[src/shared/gpio_fn_pkg.sv]
//==============================================================
// Purpose: constants for the pin-function and event block
// Assumes: 32-bit APB, 200 MHz mclk_i
// Notes: register offsets are byte addresses
//==============================================================
package gpio_fn_pkg;
   localparam int unsigned AW = 12;
   localparam int unsigned NSRC = 25;
   localparam int unsigned NUSED = 21;
   localparam int unsigned NAPIN = 12;
   localparam int unsigned NDPIN = 4;
   // register byte offsets
   localparam logic [AW-1:0] OFF_MASK = 12'h000;
   localparam logic [AW-1:0] OFF_STICKY_MASK = 12'h004;
   localparam logic [AW-1:0] OFF_STATUS = 12'h008;
   localparam logic [AW-1:0] OFF_REFCLK_CTRL = 12'h00C;
   localparam logic [AW-1:0] OFF_GAIN_CTRL = 12'h010;
   localparam logic [AW-1:0] OFF_FE_CTRL = 12'h014;
   localparam logic [AW-1:0] OFF_MAN_DIR = 12'h018;
   localparam logic [AW-1:0] OFF_MAN_LEVEL = 12'h01C;
   localparam logic [AW-1:0] OFF_PIN_LEVEL = 12'h020;
   localparam logic [AW-1:0] OFF_AUX_EN = 12'h024;
   localparam logic [AW-1:0] OFF_DPIN_LEVEL = 12'h028;
   // reset values and used-bit mask
   localparam logic [NSRC-1:0] MASK_RST = 25'h1FFFFFF;
   localparam logic [NSRC-1:0] USED_BITS = 25'h01FFFFF;
   // refclk ctrl fields: [0] tx1 en [1] tx1 lvds [2] tx1 cmos pin sel
   // [4] tx2 en [5] tx2 lvds [6] tx2 cmos pin sel
   localparam int unsigned RC_TX1_EN = 0;
   localparam int unsigned RC_TX1_LVDS = 1;
   localparam int unsigned RC_TX1_SEL = 2;
   localparam int unsigned RC_TX2_EN = 4;
   localparam int unsigned RC_TX2_LVDS = 5;
   localparam int unsigned RC_TX2_SEL = 6;
   // gain ctrl fields: [0] enable, [2:1] nibble select
   localparam int unsigned GC_EN = 0;
   localparam int unsigned GC_NIB_LO = 1;
   localparam logic [1:0] NIB_LOW = 2'h0;
   localparam logic [1:0] NIB_MID = 2'h1;
   localparam logic [1:0] NIB_HIGH = 2'h2;
   // analog pins used for front-end control
   localparam int unsigned FE_TX1_PIN = 0;
   localparam int unsigned FE_RX1_PIN = 1;
   localparam int unsigned FE_TX2_PIN = 8;
   localparam int unsigned FE_RX2_PIN = 9;
   localparam int unsigned NAUX = 4;
endpackage

[src/rtl/gpio_fn.sv]
//==============================================================
// Purpose: analog/digital pin function mux and event gathering
// Assumes: pins and event sources are asynchronous, synced here
// Notes: APB slave answers with zero wait states
//==============================================================
`timescale 1ns/1ps
module gpio_fn
(
   // clock and reset
   input wire logic mclk_i,
   input wire logic nrst_i,
   // apb slave
   input wire logic psel_i,
   input wire logic penable_i,
   input wire logic pwrite_i,
   input wire logic [11:0] paddr_i,
   input wire logic [31:0] pwdata_i,
   output logic [31:0] prdata_o,
   output logic pready_o,
   output logic pslverr_o,
   // transmit reference clocks and enables
   input wire logic tx1_reference_clock_i,
   input wire logic tx2_reference_clock_i,
   input wire logic transmit1_enable_i,
   input wire logic receive1_enable_i,
   input wire logic transmit2_enable_i,
   input wire logic receive2_enable_i,
   // gain words from the gain table
   input wire logic [1:0] rx1_gain_word_i,
   input wire logic [1:0] rx2_gain_word_i,
   // digital pins 12..15 (oe low drives)
   input wire logic [3:0] digital_pin_i,
   output logic [3:0] digital_pin_o,
   output logic [3:0] digital_pin_oe_n_o,
   // analog bank pins (oe low drives)
   input wire logic [11:0] analog_bank_pin_i,
   output logic [11:0] analog_bank_pin_o,
   output logic [11:0] analog_bank_pin_oe_n_o,
   output logic [3:0] auxiliary_voltage_output_en_o,
   // event sources and interrupt
   input wire logic [20:0] event_src_i,
   output logic general_interrupt_out_o
);
   //==============================================================
   // input synchronisers
   logic [11:0] apin_s1_reg, apin_s2_reg;
   logic [3:0] dpin_s1_reg, dpin_s2_reg;
   logic [20:0] evt_s1_reg, evt_s2_reg;
   logic [7:0] ctl_s1_reg, ctl_s2_reg;
   logic [3:0] gw_s1_reg, gw_s2_reg;

   // two flops on every asynchronous input
   always_ff @(posedge mclk_i or negedge nrst_i)
   begin
      if (!nrst_i)
      begin
         apin_s1_reg <= '0;
         apin_s2_reg <= '0;
         dpin_s1_reg <= '0;
         dpin_s2_reg <= '0;
         evt_s1_reg <= '0;
         evt_s2_reg <= '0;
         ctl_s1_reg <= '0;
         ctl_s2_reg <= '0;
         gw_s1_reg <= '0;
         gw_s2_reg <= '0;
      end
      else
      begin
         apin_s1_reg <= analog_bank_pin_i;
         apin_s2_reg <= apin_s1_reg;
         dpin_s1_reg <= digital_pin_i;
         dpin_s2_reg <= dpin_s1_reg;
         evt_s1_reg <= event_src_i;
         evt_s2_reg <= evt_s1_reg;
         ctl_s1_reg <= {receive2_enable_i, transmit2_enable_i, receive1_enable_i,
            transmit1_enable_i, 2'h0, tx2_reference_clock_i, tx1_reference_clock_i};
         ctl_s2_reg <= ctl_s1_reg;
         gw_s1_reg <= {rx2_gain_word_i, rx1_gain_word_i};
         gw_s2_reg <= gw_s1_reg;
      end
   end

   //==============================================================
   // register file
   logic [24:0] mask_reg, sticky_mask_reg, status_reg;
   logic [6:0] refclk_ctrl_reg;
   logic [2:0] gain_ctrl_reg;
   logic fe_en_reg;
   logic [11:0] man_dir_reg, man_level_reg;
   logic [3:0] aux_en_reg;
   logic wr_go, rd_go;

   assign wr_go = psel_i && penable_i && pwrite_i;
   assign rd_go = psel_i && penable_i && !pwrite_i;

   // software writes; unused mask bits forced to zero
   always_ff @(posedge mclk_i or negedge nrst_i)
   begin
      if (!nrst_i)
      begin
         mask_reg <= gpio_fn_pkg::MASK_RST & gpio_fn_pkg::USED_BITS;
         sticky_mask_reg <= gpio_fn_pkg::MASK_RST & gpio_fn_pkg::USED_BITS;
         refclk_ctrl_reg <= '0;
         gain_ctrl_reg <= '0;
         fe_en_reg <= 1'b0;
         man_dir_reg <= '0;
         man_level_reg <= '0;
         aux_en_reg <= '0;
      end
      else if (wr_go)
      begin
         unique case (paddr_i)
            gpio_fn_pkg::OFF_MASK:
               mask_reg <= pwdata_i[24:0] & gpio_fn_pkg::USED_BITS;
            gpio_fn_pkg::OFF_STICKY_MASK:
               sticky_mask_reg <= pwdata_i[24:0] & gpio_fn_pkg::USED_BITS;
            gpio_fn_pkg::OFF_REFCLK_CTRL: refclk_ctrl_reg <= pwdata_i[6:0];
            gpio_fn_pkg::OFF_GAIN_CTRL: gain_ctrl_reg <= pwdata_i[2:0];
            gpio_fn_pkg::OFF_FE_CTRL: fe_en_reg <= pwdata_i[0];
            gpio_fn_pkg::OFF_MAN_DIR: man_dir_reg <= pwdata_i[11:0];
            gpio_fn_pkg::OFF_MAN_LEVEL: man_level_reg <= pwdata_i[11:0];
            gpio_fn_pkg::OFF_AUX_EN: aux_en_reg <= pwdata_i[3:0];
            default: ;
         endcase
      end
   end

   // status: level of unmasked sources, sticky where sticky mask is clear
   // sticky bits clear when the status register is read; set wins
   logic [24:0] src_vec, status_next;
   logic rd_status;
   assign src_vec = {4'h0, evt_s2_reg};
   assign rd_status = rd_go && (paddr_i == gpio_fn_pkg::OFF_STATUS);
   always_comb
   begin
      status_next = src_vec & ~mask_reg;
      status_next = status_next | (status_reg & ~sticky_mask_reg & ~mask_reg
         & {25{!rd_status}});
      status_next = status_next & gpio_fn_pkg::USED_BITS;
   end
   always_ff @(posedge mclk_i or negedge nrst_i)
   begin
      if (!nrst_i)
         status_reg <= '0;
      else
         status_reg <= status_next;
   end

   // interrupt output is OR of unmasked status
   always_ff @(posedge mclk_i or negedge nrst_i)
   begin
      if (!nrst_i)
         general_interrupt_out_o <= 1'b0;
      else
         general_interrupt_out_o <= |status_next;
   end

   // apb read mux, zero wait states, unmapped reads zero and error
   always_ff @(posedge mclk_i or negedge nrst_i)
   begin
      if (!nrst_i)
      begin
         prdata_o <= '0;
         pslverr_o <= 1'b0;
         pready_o <= 1'b0;
      end
      else
      begin
         pready_o <= psel_i && !penable_i;
         pslverr_o <= 1'b0;
         prdata_o <= '0;
         if (psel_i && !penable_i)
         begin
            unique case (paddr_i)
               gpio_fn_pkg::OFF_MASK: prdata_o <= {7'h0, mask_reg};
               gpio_fn_pkg::OFF_STICKY_MASK: prdata_o <= {7'h0, sticky_mask_reg};
               gpio_fn_pkg::OFF_STATUS: prdata_o <= {7'h0, status_next};
               gpio_fn_pkg::OFF_REFCLK_CTRL: prdata_o <= {25'h0, refclk_ctrl_reg};
               gpio_fn_pkg::OFF_GAIN_CTRL: prdata_o <= {29'h0, gain_ctrl_reg};
               gpio_fn_pkg::OFF_FE_CTRL: prdata_o <= {31'h0, fe_en_reg};
               gpio_fn_pkg::OFF_MAN_DIR: prdata_o <= {20'h0, man_dir_reg};
               gpio_fn_pkg::OFF_MAN_LEVEL: prdata_o <= {20'h0, man_level_reg};
               gpio_fn_pkg::OFF_PIN_LEVEL: prdata_o <= {20'h0, apin_s2_reg};
               gpio_fn_pkg::OFF_AUX_EN: prdata_o <= {28'h0, aux_en_reg};
               gpio_fn_pkg::OFF_DPIN_LEVEL: prdata_o <= {28'h0, dpin_s2_reg};
               default: pslverr_o <= 1'b1;
            endcase
         end
      end
   end

   //==============================================================
   // digital pins 12..15: reference clocks or input only
   logic [3:0] dpin_next, dpin_oen_next;
   always_comb
   begin
      dpin_next = '0;
      dpin_oen_next = 4'hF;
      if (refclk_ctrl_reg[gpio_fn_pkg::RC_TX1_EN])
      begin
         dpin_next[0] = ctl_s2_reg[0];
         dpin_next[1] = refclk_ctrl_reg[gpio_fn_pkg::RC_TX1_LVDS] ? !ctl_s2_reg[0]
            : ctl_s2_reg[0];
         if (refclk_ctrl_reg[gpio_fn_pkg::RC_TX1_LVDS])
            dpin_oen_next[1:0] = 2'h0;
         else
            dpin_oen_next[refclk_ctrl_reg[gpio_fn_pkg::RC_TX1_SEL]] = 1'b0;
      end
      if (refclk_ctrl_reg[gpio_fn_pkg::RC_TX2_EN])
      begin
         dpin_next[2] = ctl_s2_reg[1];
         dpin_next[3] = refclk_ctrl_reg[gpio_fn_pkg::RC_TX2_LVDS] ? !ctl_s2_reg[1]
            : ctl_s2_reg[1];
         if (refclk_ctrl_reg[gpio_fn_pkg::RC_TX2_LVDS])
            dpin_oen_next[3:2] = 2'h0;
         else if (refclk_ctrl_reg[gpio_fn_pkg::RC_TX2_SEL])
            dpin_oen_next[3] = 1'b0;
         else
            dpin_oen_next[2] = 1'b0;
      end
   end

   //==============================================================
   // analog pins: manual, then gain word, then front-end, aux on top
   logic [11:0] apin_next, apin_oen_next;
   logic [1:0] nib_sel;
   always_comb
   begin
      apin_next = man_level_reg;
      apin_oen_next = ~man_dir_reg;
      nib_sel = fe_en_reg ? gpio_fn_pkg::NIB_MID
         : gain_ctrl_reg[gpio_fn_pkg::GC_NIB_LO +: 2];
      if (gain_ctrl_reg[gpio_fn_pkg::GC_EN])
      begin
         unique case (nib_sel)
            gpio_fn_pkg::NIB_LOW:
            begin
               apin_next[3:0] = gw_s2_reg;
               apin_oen_next[3:0] = 4'h0;
            end
            gpio_fn_pkg::NIB_MID:
            begin
               apin_next[7:4] = gw_s2_reg;
               apin_oen_next[7:4] = 4'h0;
            end
            gpio_fn_pkg::NIB_HIGH:
            begin
               apin_next[11:8] = gw_s2_reg;
               apin_oen_next[11:8] = 4'h0;
            end
            default: ;
         endcase
      end
      if (fe_en_reg)
      begin
         apin_next[gpio_fn_pkg::FE_TX1_PIN] = ctl_s2_reg[4];
         apin_next[gpio_fn_pkg::FE_RX1_PIN] = ctl_s2_reg[5];
         apin_next[gpio_fn_pkg::FE_TX2_PIN] = ctl_s2_reg[6];
         apin_next[gpio_fn_pkg::FE_RX2_PIN] = ctl_s2_reg[7];
         apin_oen_next[gpio_fn_pkg::FE_TX1_PIN] = 1'b0;
         apin_oen_next[gpio_fn_pkg::FE_RX1_PIN] = 1'b0;
         apin_oen_next[gpio_fn_pkg::FE_TX2_PIN] = 1'b0;
         apin_oen_next[gpio_fn_pkg::FE_RX2_PIN] = 1'b0;
      end
      // aux output owns pin: digital driver off
      for (int i = 0; i < gpio_fn_pkg::NAUX; i++)
      begin
         if (aux_en_reg[i])
         begin
            apin_next[i] = 1'b0;
            apin_oen_next[i] = 1'b1;
         end
      end
   end

   // pin outputs registered
   always_ff @(posedge mclk_i or negedge nrst_i)
   begin
      if (!nrst_i)
      begin
         digital_pin_o <= '0;
         digital_pin_oe_n_o <= 4'hF;
         analog_bank_pin_o <= '0;
         analog_bank_pin_oe_n_o <= 12'hFFF;
         auxiliary_voltage_output_en_o <= '0;
      end
      else
      begin
         digital_pin_o <= dpin_next;
         digital_pin_oe_n_o <= dpin_oen_next;
         analog_bank_pin_o <= apin_next;
         analog_bank_pin_oe_n_o <= apin_oen_next;
         auxiliary_voltage_output_en_o <= aux_en_reg;
      end
   end

   //==============================================================
   // assertions
   // status is built from the mask of the edge before, so compare against that mask
   AST_MASK_BLOCKS: assert property (@(posedge mclk_i) disable iff (!nrst_i)
      (status_reg & $past(mask_reg)) == '0) else $error("masked bit in status");
   AST_INT_OR: assert property (@(posedge mclk_i) disable iff (!nrst_i)
      general_interrupt_out_o == |status_reg) else $error("int not OR");
   AST_UNUSED_ZERO: assert property (@(posedge mclk_i) disable iff (!nrst_i)
      status_reg[24:21] == 4'h0 && mask_reg[24:21] == 4'h0)
      else $error("unused bits set");
   AST_EVT_MAP: assert property (@(posedge mclk_i) disable iff (!nrst_i)
      (evt_s2_reg[0] && !mask_reg[0]) |=> status_reg[0])
      else $error("event not reported");
   AST_DPIN_INPUT: assert property (@(posedge mclk_i) disable iff (!nrst_i)
      (!refclk_ctrl_reg[gpio_fn_pkg::RC_TX1_EN]) |=> digital_pin_oe_n_o[1:0] == 2'h3)
      else $error("dpin driven while disabled");
   AST_DPIN2_INPUT: assert property (@(posedge mclk_i) disable iff (!nrst_i)
      (!refclk_ctrl_reg[gpio_fn_pkg::RC_TX2_EN]) |=> digital_pin_oe_n_o[3:2] == 2'h3)
      else $error("tx2 dpin driven while disabled");
   AST_TX1_LVDS: assert property (@(posedge mclk_i) disable iff (!nrst_i)
      (refclk_ctrl_reg[gpio_fn_pkg::RC_TX1_EN] && refclk_ctrl_reg[gpio_fn_pkg::RC_TX1_LVDS])
      |=> digital_pin_oe_n_o[1:0] == 2'h0 && digital_pin_o[1] != digital_pin_o[0])
      else $error("tx1 lvds bad");
   AST_TX2_LVDS: assert property (@(posedge mclk_i) disable iff (!nrst_i)
      (refclk_ctrl_reg[gpio_fn_pkg::RC_TX2_EN] && refclk_ctrl_reg[gpio_fn_pkg::RC_TX2_LVDS])
      |=> digital_pin_oe_n_o[3:2] == 2'h0)
      else $error("tx2 lvds bad");
   // cmos mode drives exactly one pin of the pair
   AST_TX2_CMOS: assert property (@(posedge mclk_i) disable iff (!nrst_i)
      (refclk_ctrl_reg[gpio_fn_pkg::RC_TX2_EN] && !refclk_ctrl_reg[gpio_fn_pkg::RC_TX2_LVDS])
      |=> digital_pin_oe_n_o[3] != digital_pin_oe_n_o[2])
      else $error("tx2 cmos bad");
   AST_FE_PIN: assert property (@(posedge mclk_i) disable iff (!nrst_i)
      (fe_en_reg && !aux_en_reg[0]) |=> analog_bank_pin_o[0] == $past(ctl_s2_reg[4]))
      else $error("front-end pin wrong");
   AST_FE_RX2: assert property (@(posedge mclk_i) disable iff (!nrst_i)
      fe_en_reg |=> analog_bank_pin_o[gpio_fn_pkg::FE_RX2_PIN] == $past(ctl_s2_reg[7])
      && analog_bank_pin_oe_n_o[gpio_fn_pkg::FE_RX2_PIN] == 1'b0)
      else $error("rx2 front-end pin wrong");
   AST_AUX_WINS: assert property (@(posedge mclk_i) disable iff (!nrst_i)
      aux_en_reg[1] |=> analog_bank_pin_oe_n_o[1]) else $error("aux not override");
   AST_FE_GAIN: assert property (@(posedge mclk_i) disable iff (!nrst_i)
      (fe_en_reg && gain_ctrl_reg[gpio_fn_pkg::GC_EN])
      |=> analog_bank_pin_o[7:4] == $past(gw_s2_reg))
      else $error("gain word misplaced");
   AST_GAIN_LOW: assert property (@(posedge mclk_i) disable iff (!nrst_i)
      (gain_ctrl_reg[gpio_fn_pkg::GC_EN] && !fe_en_reg && aux_en_reg == '0
      && gain_ctrl_reg[gpio_fn_pkg::GC_NIB_LO +: 2] == gpio_fn_pkg::NIB_LOW)
      |=> analog_bank_pin_oe_n_o[3:0] == 4'h0 && analog_bank_pin_o[3:0] == $past(gw_s2_reg))
      else $error("gain word not in low nibble");
   COV_INT: cover property (@(posedge mclk_i) disable iff (!nrst_i)
      $rose(general_interrupt_out_o));
   COV_AUX: cover property (@(posedge mclk_i) disable iff (!nrst_i) aux_en_reg[0]);
   COV_FE: cover property (@(posedge mclk_i) disable iff (!nrst_i) fe_en_reg);
   COV_LVDS: cover property (@(posedge mclk_i) disable iff (!nrst_i)
      refclk_ctrl_reg[gpio_fn_pkg::RC_TX1_EN] && refclk_ctrl_reg[gpio_fn_pkg::RC_TX1_LVDS]);
   COV_STICKY_CLR: cover property (@(posedge mclk_i) disable iff (!nrst_i)
      rd_status && |(status_reg & ~sticky_mask_reg));
endmodule // gpio_fn

[config.mk]
export PLATFORM = sky130hd
export DESIGN_NAME = gpio_fn
export DESIGN_NICKNAME = d
export VERILOG_FILES = /design/src/shared/gpio_fn_pkg.sv /design/src/rtl/gpio_fn.sv
export SDC_FILE = /design/constraint.sdc
export NUM_CORES = 1
export LEC_CHECK = 0
export BUFFER_PORTS_ARGS = -buffer_cell sky130_fd_sc_hd__buf_2
export CAP_MARGIN = 10
export CORE_MARGIN = 2
export CORE_UTILIZATION = 31
export DETAILED_ROUTE_END_ITERATION = 7
export GPL_ROUTABILITY_DRIVEN = 1
export GPL_TIMING_DRIVEN = 1
export PLACE_DENSITY = 0.59
export SYNTH_ARGS = -nofsm -noshare
export SYNTH_HDL_FRONTEND = slang
export SYNTH_SLANG_ARGS = --single-unit
[constraint.sdc]
create_clock -name mclk_i -period 2 [get_ports mclk_i]
set_input_delay 0.5 -clock mclk_i [delete_from_list [all_inputs] [get_ports mclk_i]]
set_output_delay 0.5 -clock mclk_i [all_outputs]
set_load 0.05 [all_outputs]
Word level (Yosys, flattened, before mapping). Index checks and enable logic that the tools add are counted.

$lt $le $gt $ge: 2. Eq/ne operators: 12. Muxes and demuxes: 38. Bitwise gates (word level): 9. Reductions and logical operators: 23.

Operator list (number): 21-bit case mux with 11 select lines (1); 21-bit AND (4); 12-bit by 5-bit == test with 1-bit output (second input constant) (4); 21-bit NOT (2); 12-bit by 6-bit == test with 1-bit output (second input constant) (3); 4-bit two-way mux (7); 12-bit by 4-bit == test with 1-bit output (second input constant) (2); 12-bit two-way mux (2); 2-bit two-way mux (11); 21-bit two-way mux (1); 21-bit bitwise OR (1); 21-bit OR reduction (1); 2-bit AND reduction (8); 1-bit two-way mux (15); 12-bit by 3-bit == test with 1-bit output (second input constant) (1); 12-bit logical NOT (1); 12-bit NOT (1); 11-bit OR reduction (1); 1-bit logical AND (6); 1-bit logical NOT (5); 2-bit NOT with 4-bit output (1); 1-bit by 3-bit < comparator with 1-bit output (second input constant) (1); 2-bit by 1-bit == test with 1-bit output (second input constant) (1); 2-bit == test (second input constant) (1); other kinds (3) (3).

Register bits: 267. Input bits: 96. Output and inout bits: 71. Word-level logic and storage cells: 112.

Longest topological paths before layout.
Depth after elaboration: 10. Depth in mapped cells: 8. Mapped depth without buffers: 6.

Worst setup path before layout. Ideal clock, no wire load.

Path type: in2reg. Start point: input paddr_i[7]. End point: register general_interrupt_out_o. Arrival: 2.116 ns. Path slack: -0.255 ns. Stages: 7. Cells stage by stage: nor4_4 -> nand4_2 -> buf_6 -> a32o_1 -> or4_1 -> nor3_1 -> nand4_1.

Longest elaborated chain between the ends: 6.

Ends and longest elaborated chain: start: declaration (RTL line gpio_fn.sv:16) `input wire logic [11:0] paddr_i,`; 12-bit by 4-bit == test with 1-bit output (RTL line gpio_fn.sv:134) `assign rd_status = rd_go && (paddr_i == gpio_fn_pkg::OFF_STATUS);`; 1-bit logical AND (RTL line gpio_fn.sv:134); 1-bit logical NOT (RTL line gpio_fn.sv:139) `& {25{!rd_status}});`; 21-bit AND (RTL line gpio_fn.sv:139); 21-bit bitwise OR (RTL line gpio_fn.sv:138) `status_next = status_next | (status_reg & ~sticky_mask_reg & ~mask_reg`; via status_next[5] (RTL line gpio_fn.sv:131) `logic [24:0] src_vec, status_next;`; 21-bit OR reduction (RTL line gpio_fn.sv:156) `general_interrupt_out_o <= |status_next;`; end signal: assignment (RTL line gpio_fn.sv:156); end: declaration (RTL line gpio_fn.sv:42) `output logic general_interrupt_out_o`.

The timed path passes the listed nets, and every way through them passes these cells. A chain may end at the register's enable or synchronous reset.

Worst setup path in the final report.
Start point: input paddr_i[11]. End point: register general_interrupt_out_o.

Same word-level chain as after synthesis.

==> results.yml <==
min_path:
  whs_endpoint: "apin_s1_reg[0]"
  min_from: "analog_bank_pin_i[0]"
  min_path_type: "input pin to flop"
  min_path_cells: 1
clock_network:
  cts_max_level: 1
  clk-insertion-delay-late_ns: 0.54
  clkTransAtPathRegs_ns: 0.06
  tritoncts: "built"
  cts_sinks: 256
  cts_made_buffers: 28
  cts_buffer_depth: 3
  cts_root_buf: "clkbuf_16"
synthesis:
  synth_ff_type: "dfrtp_1"
  synth_common_cells: "dfrtp_1, mux2_2, dfstp_2"
  synth_cells: 623
  yosysMostFrequentCell: "dfrtp_1"
  synth-seq-cells: 256
  yosysWarningCount: 0
  synthTopCellsByArea: "dfrtp_1, dfstp_2, mux2_2, nor2_1, a222oi_1"
  yosys.area.top_type: "dfrtp_1"
  syn_area_per_cell_um2: 14.7
  yosysTopAreaCellShare_pct: 54.1
  synth_area_um2: 9160
  yosysSeqAreaShare_pct: 70.7
  synth_cell_types: 49
  synth_edf_count: 0
  synth-async-reset-ratio_pct: 100
power_and_ir_drop:
  clockPowerShare_pct: 47.2
  comb_power_share_pct: 3.3
  p_int_mw: 8.47
  p_sw_mw: 2.32
  power_frac_seq_pct: 49.4
  swShare_pct: 21.5
  leakage_nw: 5.45
  power_density_nw_per_um2: 892
  peakVddDrop_mv: 0.595
placed_design:
  globalplace.congestion: 0.813
  place.port_buffers: 144
  hpwl_um: 16400
setup_path:
  cp.required_ns: 2.40
  worst-path-buf-inv: 2
  rr_endpoint: "analog_bank_pin_o[11]"
  cp_max_fo: 5
  cp_slowest_cell: "or4_4"
  critPathLaunchType: "input pin"
  crit_type: "input pin to flop"
  cp_slowest_stage_delay_ns: 0.50
  path_cells: "buf_2, nor4_4, nand4_4, buf_6, a32o_1, or4_4, nor3_4, nand4_1"
  critPathCaptureType: "flop"
  rr_worst_depth: 4
  r2r_setup_slack_ns: 0.19
  arrival_ns: 2.36
  crit_family: "simple AND/OR/NAND/NOR gates"
  r2r_start: "fe_en_reg"
timing:
  tns_ns: 0
  period_minus_slack_ns: 1.96
  report.final.hold_viol_count: 0
  setup_viol: 0
  whs_ns: 0.0676
  fmax_ghz: 0.510
  worst_pin_slew_ns: 0.595
  period_share_pct: 98.0
  rsz0062_at_grt: "true"
  slew_violations: 0
  relSlewSlack_pct: 60.3
  finClkSkew_ns: 0.00688
detailed_routing:
  drt_iter0_markers: 384
  drcViolationCount: 0
  ant_nets: 0
  dr_total_vias: 5872
  route.detailed.vias_per_inst: 4.68
  first_pass_iters: 6
  wl_per_cell_um: 18.4
  finalWirelength_um: 23100
die:
  core-area_um2: 28900
  die_area_um2: 30900
  ioPinCount: 167
  die_w_um: 176
  row_count: 62
  die_y_um: 176
  start_util_pct: 31.7
global_route:
  gr-total-overflow: 0
  grt_usage_pct: 15.0
  grt_max_degree: 61
  grt_pass1_wl_um: 35500
  grt_pass1_vias: 6027
  antenna_found_initial: 3
cells_and_area:
  nets: 945
  syn_to_final_growth_pct: 32.0
  layout-drive-gt1-share_pct: 49.3
flow_run:
  drv_cap: 0
run_status:
  outcome: "completed"
## logic make-up after synthesis
group           Yosys count  share of synthesized area [%]
xor+xnor                  2                          0.191
other cells               1                         0.0409
simple gates            119                           6.68
mux                      92                           11.2
buf+inv                  60                           3.07
compound gates           93                           8.05
flops                   256                           70.7
## worst max path at each step
stage                start                      end  slack [ns]  depth (start not counted)
3_3_place_gp    paddr_i[5]  general_interrupt_out_o       -0.67                          9
4_1_cts        paddr_i[10]  general_interrupt_out_o        0.01                          8
2_1_floorplan   paddr_i[7]  general_interrupt_out_o       -0.25                          7
3_5_place_dp    paddr_i[5]  general_interrupt_out_o       -0.70                          9
5_1_grt        paddr_i[11]  general_interrupt_out_o       -0.05                          8
6_report       paddr_i[11]  general_interrupt_out_o        0.04                          8
## metal layers
layer	up-vias	share of wire (%)	track usage, %
li1	2675	-	-
met1	2965	47	21.8
met2	188	45	23.2
met3	40	5.6	2.77
met4	4	2.2	3.79
met5	-	0.11	0
## cell usage in the layout, fill, tap and decap left out, drive strengths merged, types with 3 or more instances in the layout
cell type	Yosys	final
a22o	9	9
nor4	5	5
dfstp	58	58
clkbuf	17	46
a22oi	12	12
nor3	9	9
inv	27	28
mux2i	5	5
and2	6	6
mux2	87	87
o21ai	8	8
nor4b	3	3
a31oi	19	19
dfrtp	198	198
conb	1	11
clkinv	0	3
nor2	54	54
buf	16	218
nand4	3	3
a32o	7	7
o21bai	4	4
a221oi	9	9
nand2	23	23
nand3	4	4
a222oi	16	16
## per-stage QoR
stage                     power (mW)  std cells  instance area [um^2]  setup slack, ns  utilization [%]
final                           10.8       1256                 12100           0.0393             41.8
after floorplan                 5.50        633                  9320           -0.255                -
after detailed placement        5.78       1199                 11000           -0.697             38.1
after global routing            11.2       1255                 12100          -0.0471             41.8
after global placement          5.78       1199                 11000           -0.669             38.1
after CTS                       10.9       1255                 12100           0.0139             41.7
## power groups by stage
stage          combinational [mW]  clock (mW)  sequential [mW]
2_1_floorplan              0.0899           0             5.41
4_1_cts                     0.371        5.23             5.33
3_5_place_dp                0.361           0             5.42
5_1_grt                     0.404        5.46             5.34
6_report                    0.360        5.10             5.33
3_3_place_gp                0.358           0             5.42
## area by class of cell
class / count / area (um^2)
diodes: 1 / 2.50
clock buffers: 46 / 900
clock inverters: 6 / 41.3
fillers: 2681 / 16800
inverters: 27 / 101
multi-input cells: 317 / 2620
flip-flops and latches: 256 / 6480
well taps: 384 / 480
repair buffers: 219 / 1470
## timing repair
action,CTS,global route
gates cloned,1,0
setup buffers,2,0
pin swaps,7,6
gates resized for setup,10,7
hold buffers,1,0
endpoints found under the setup margin,1,4
hold endpoints to repair,21,0
No activity file was read; power rests on OpenSTA's default activity.
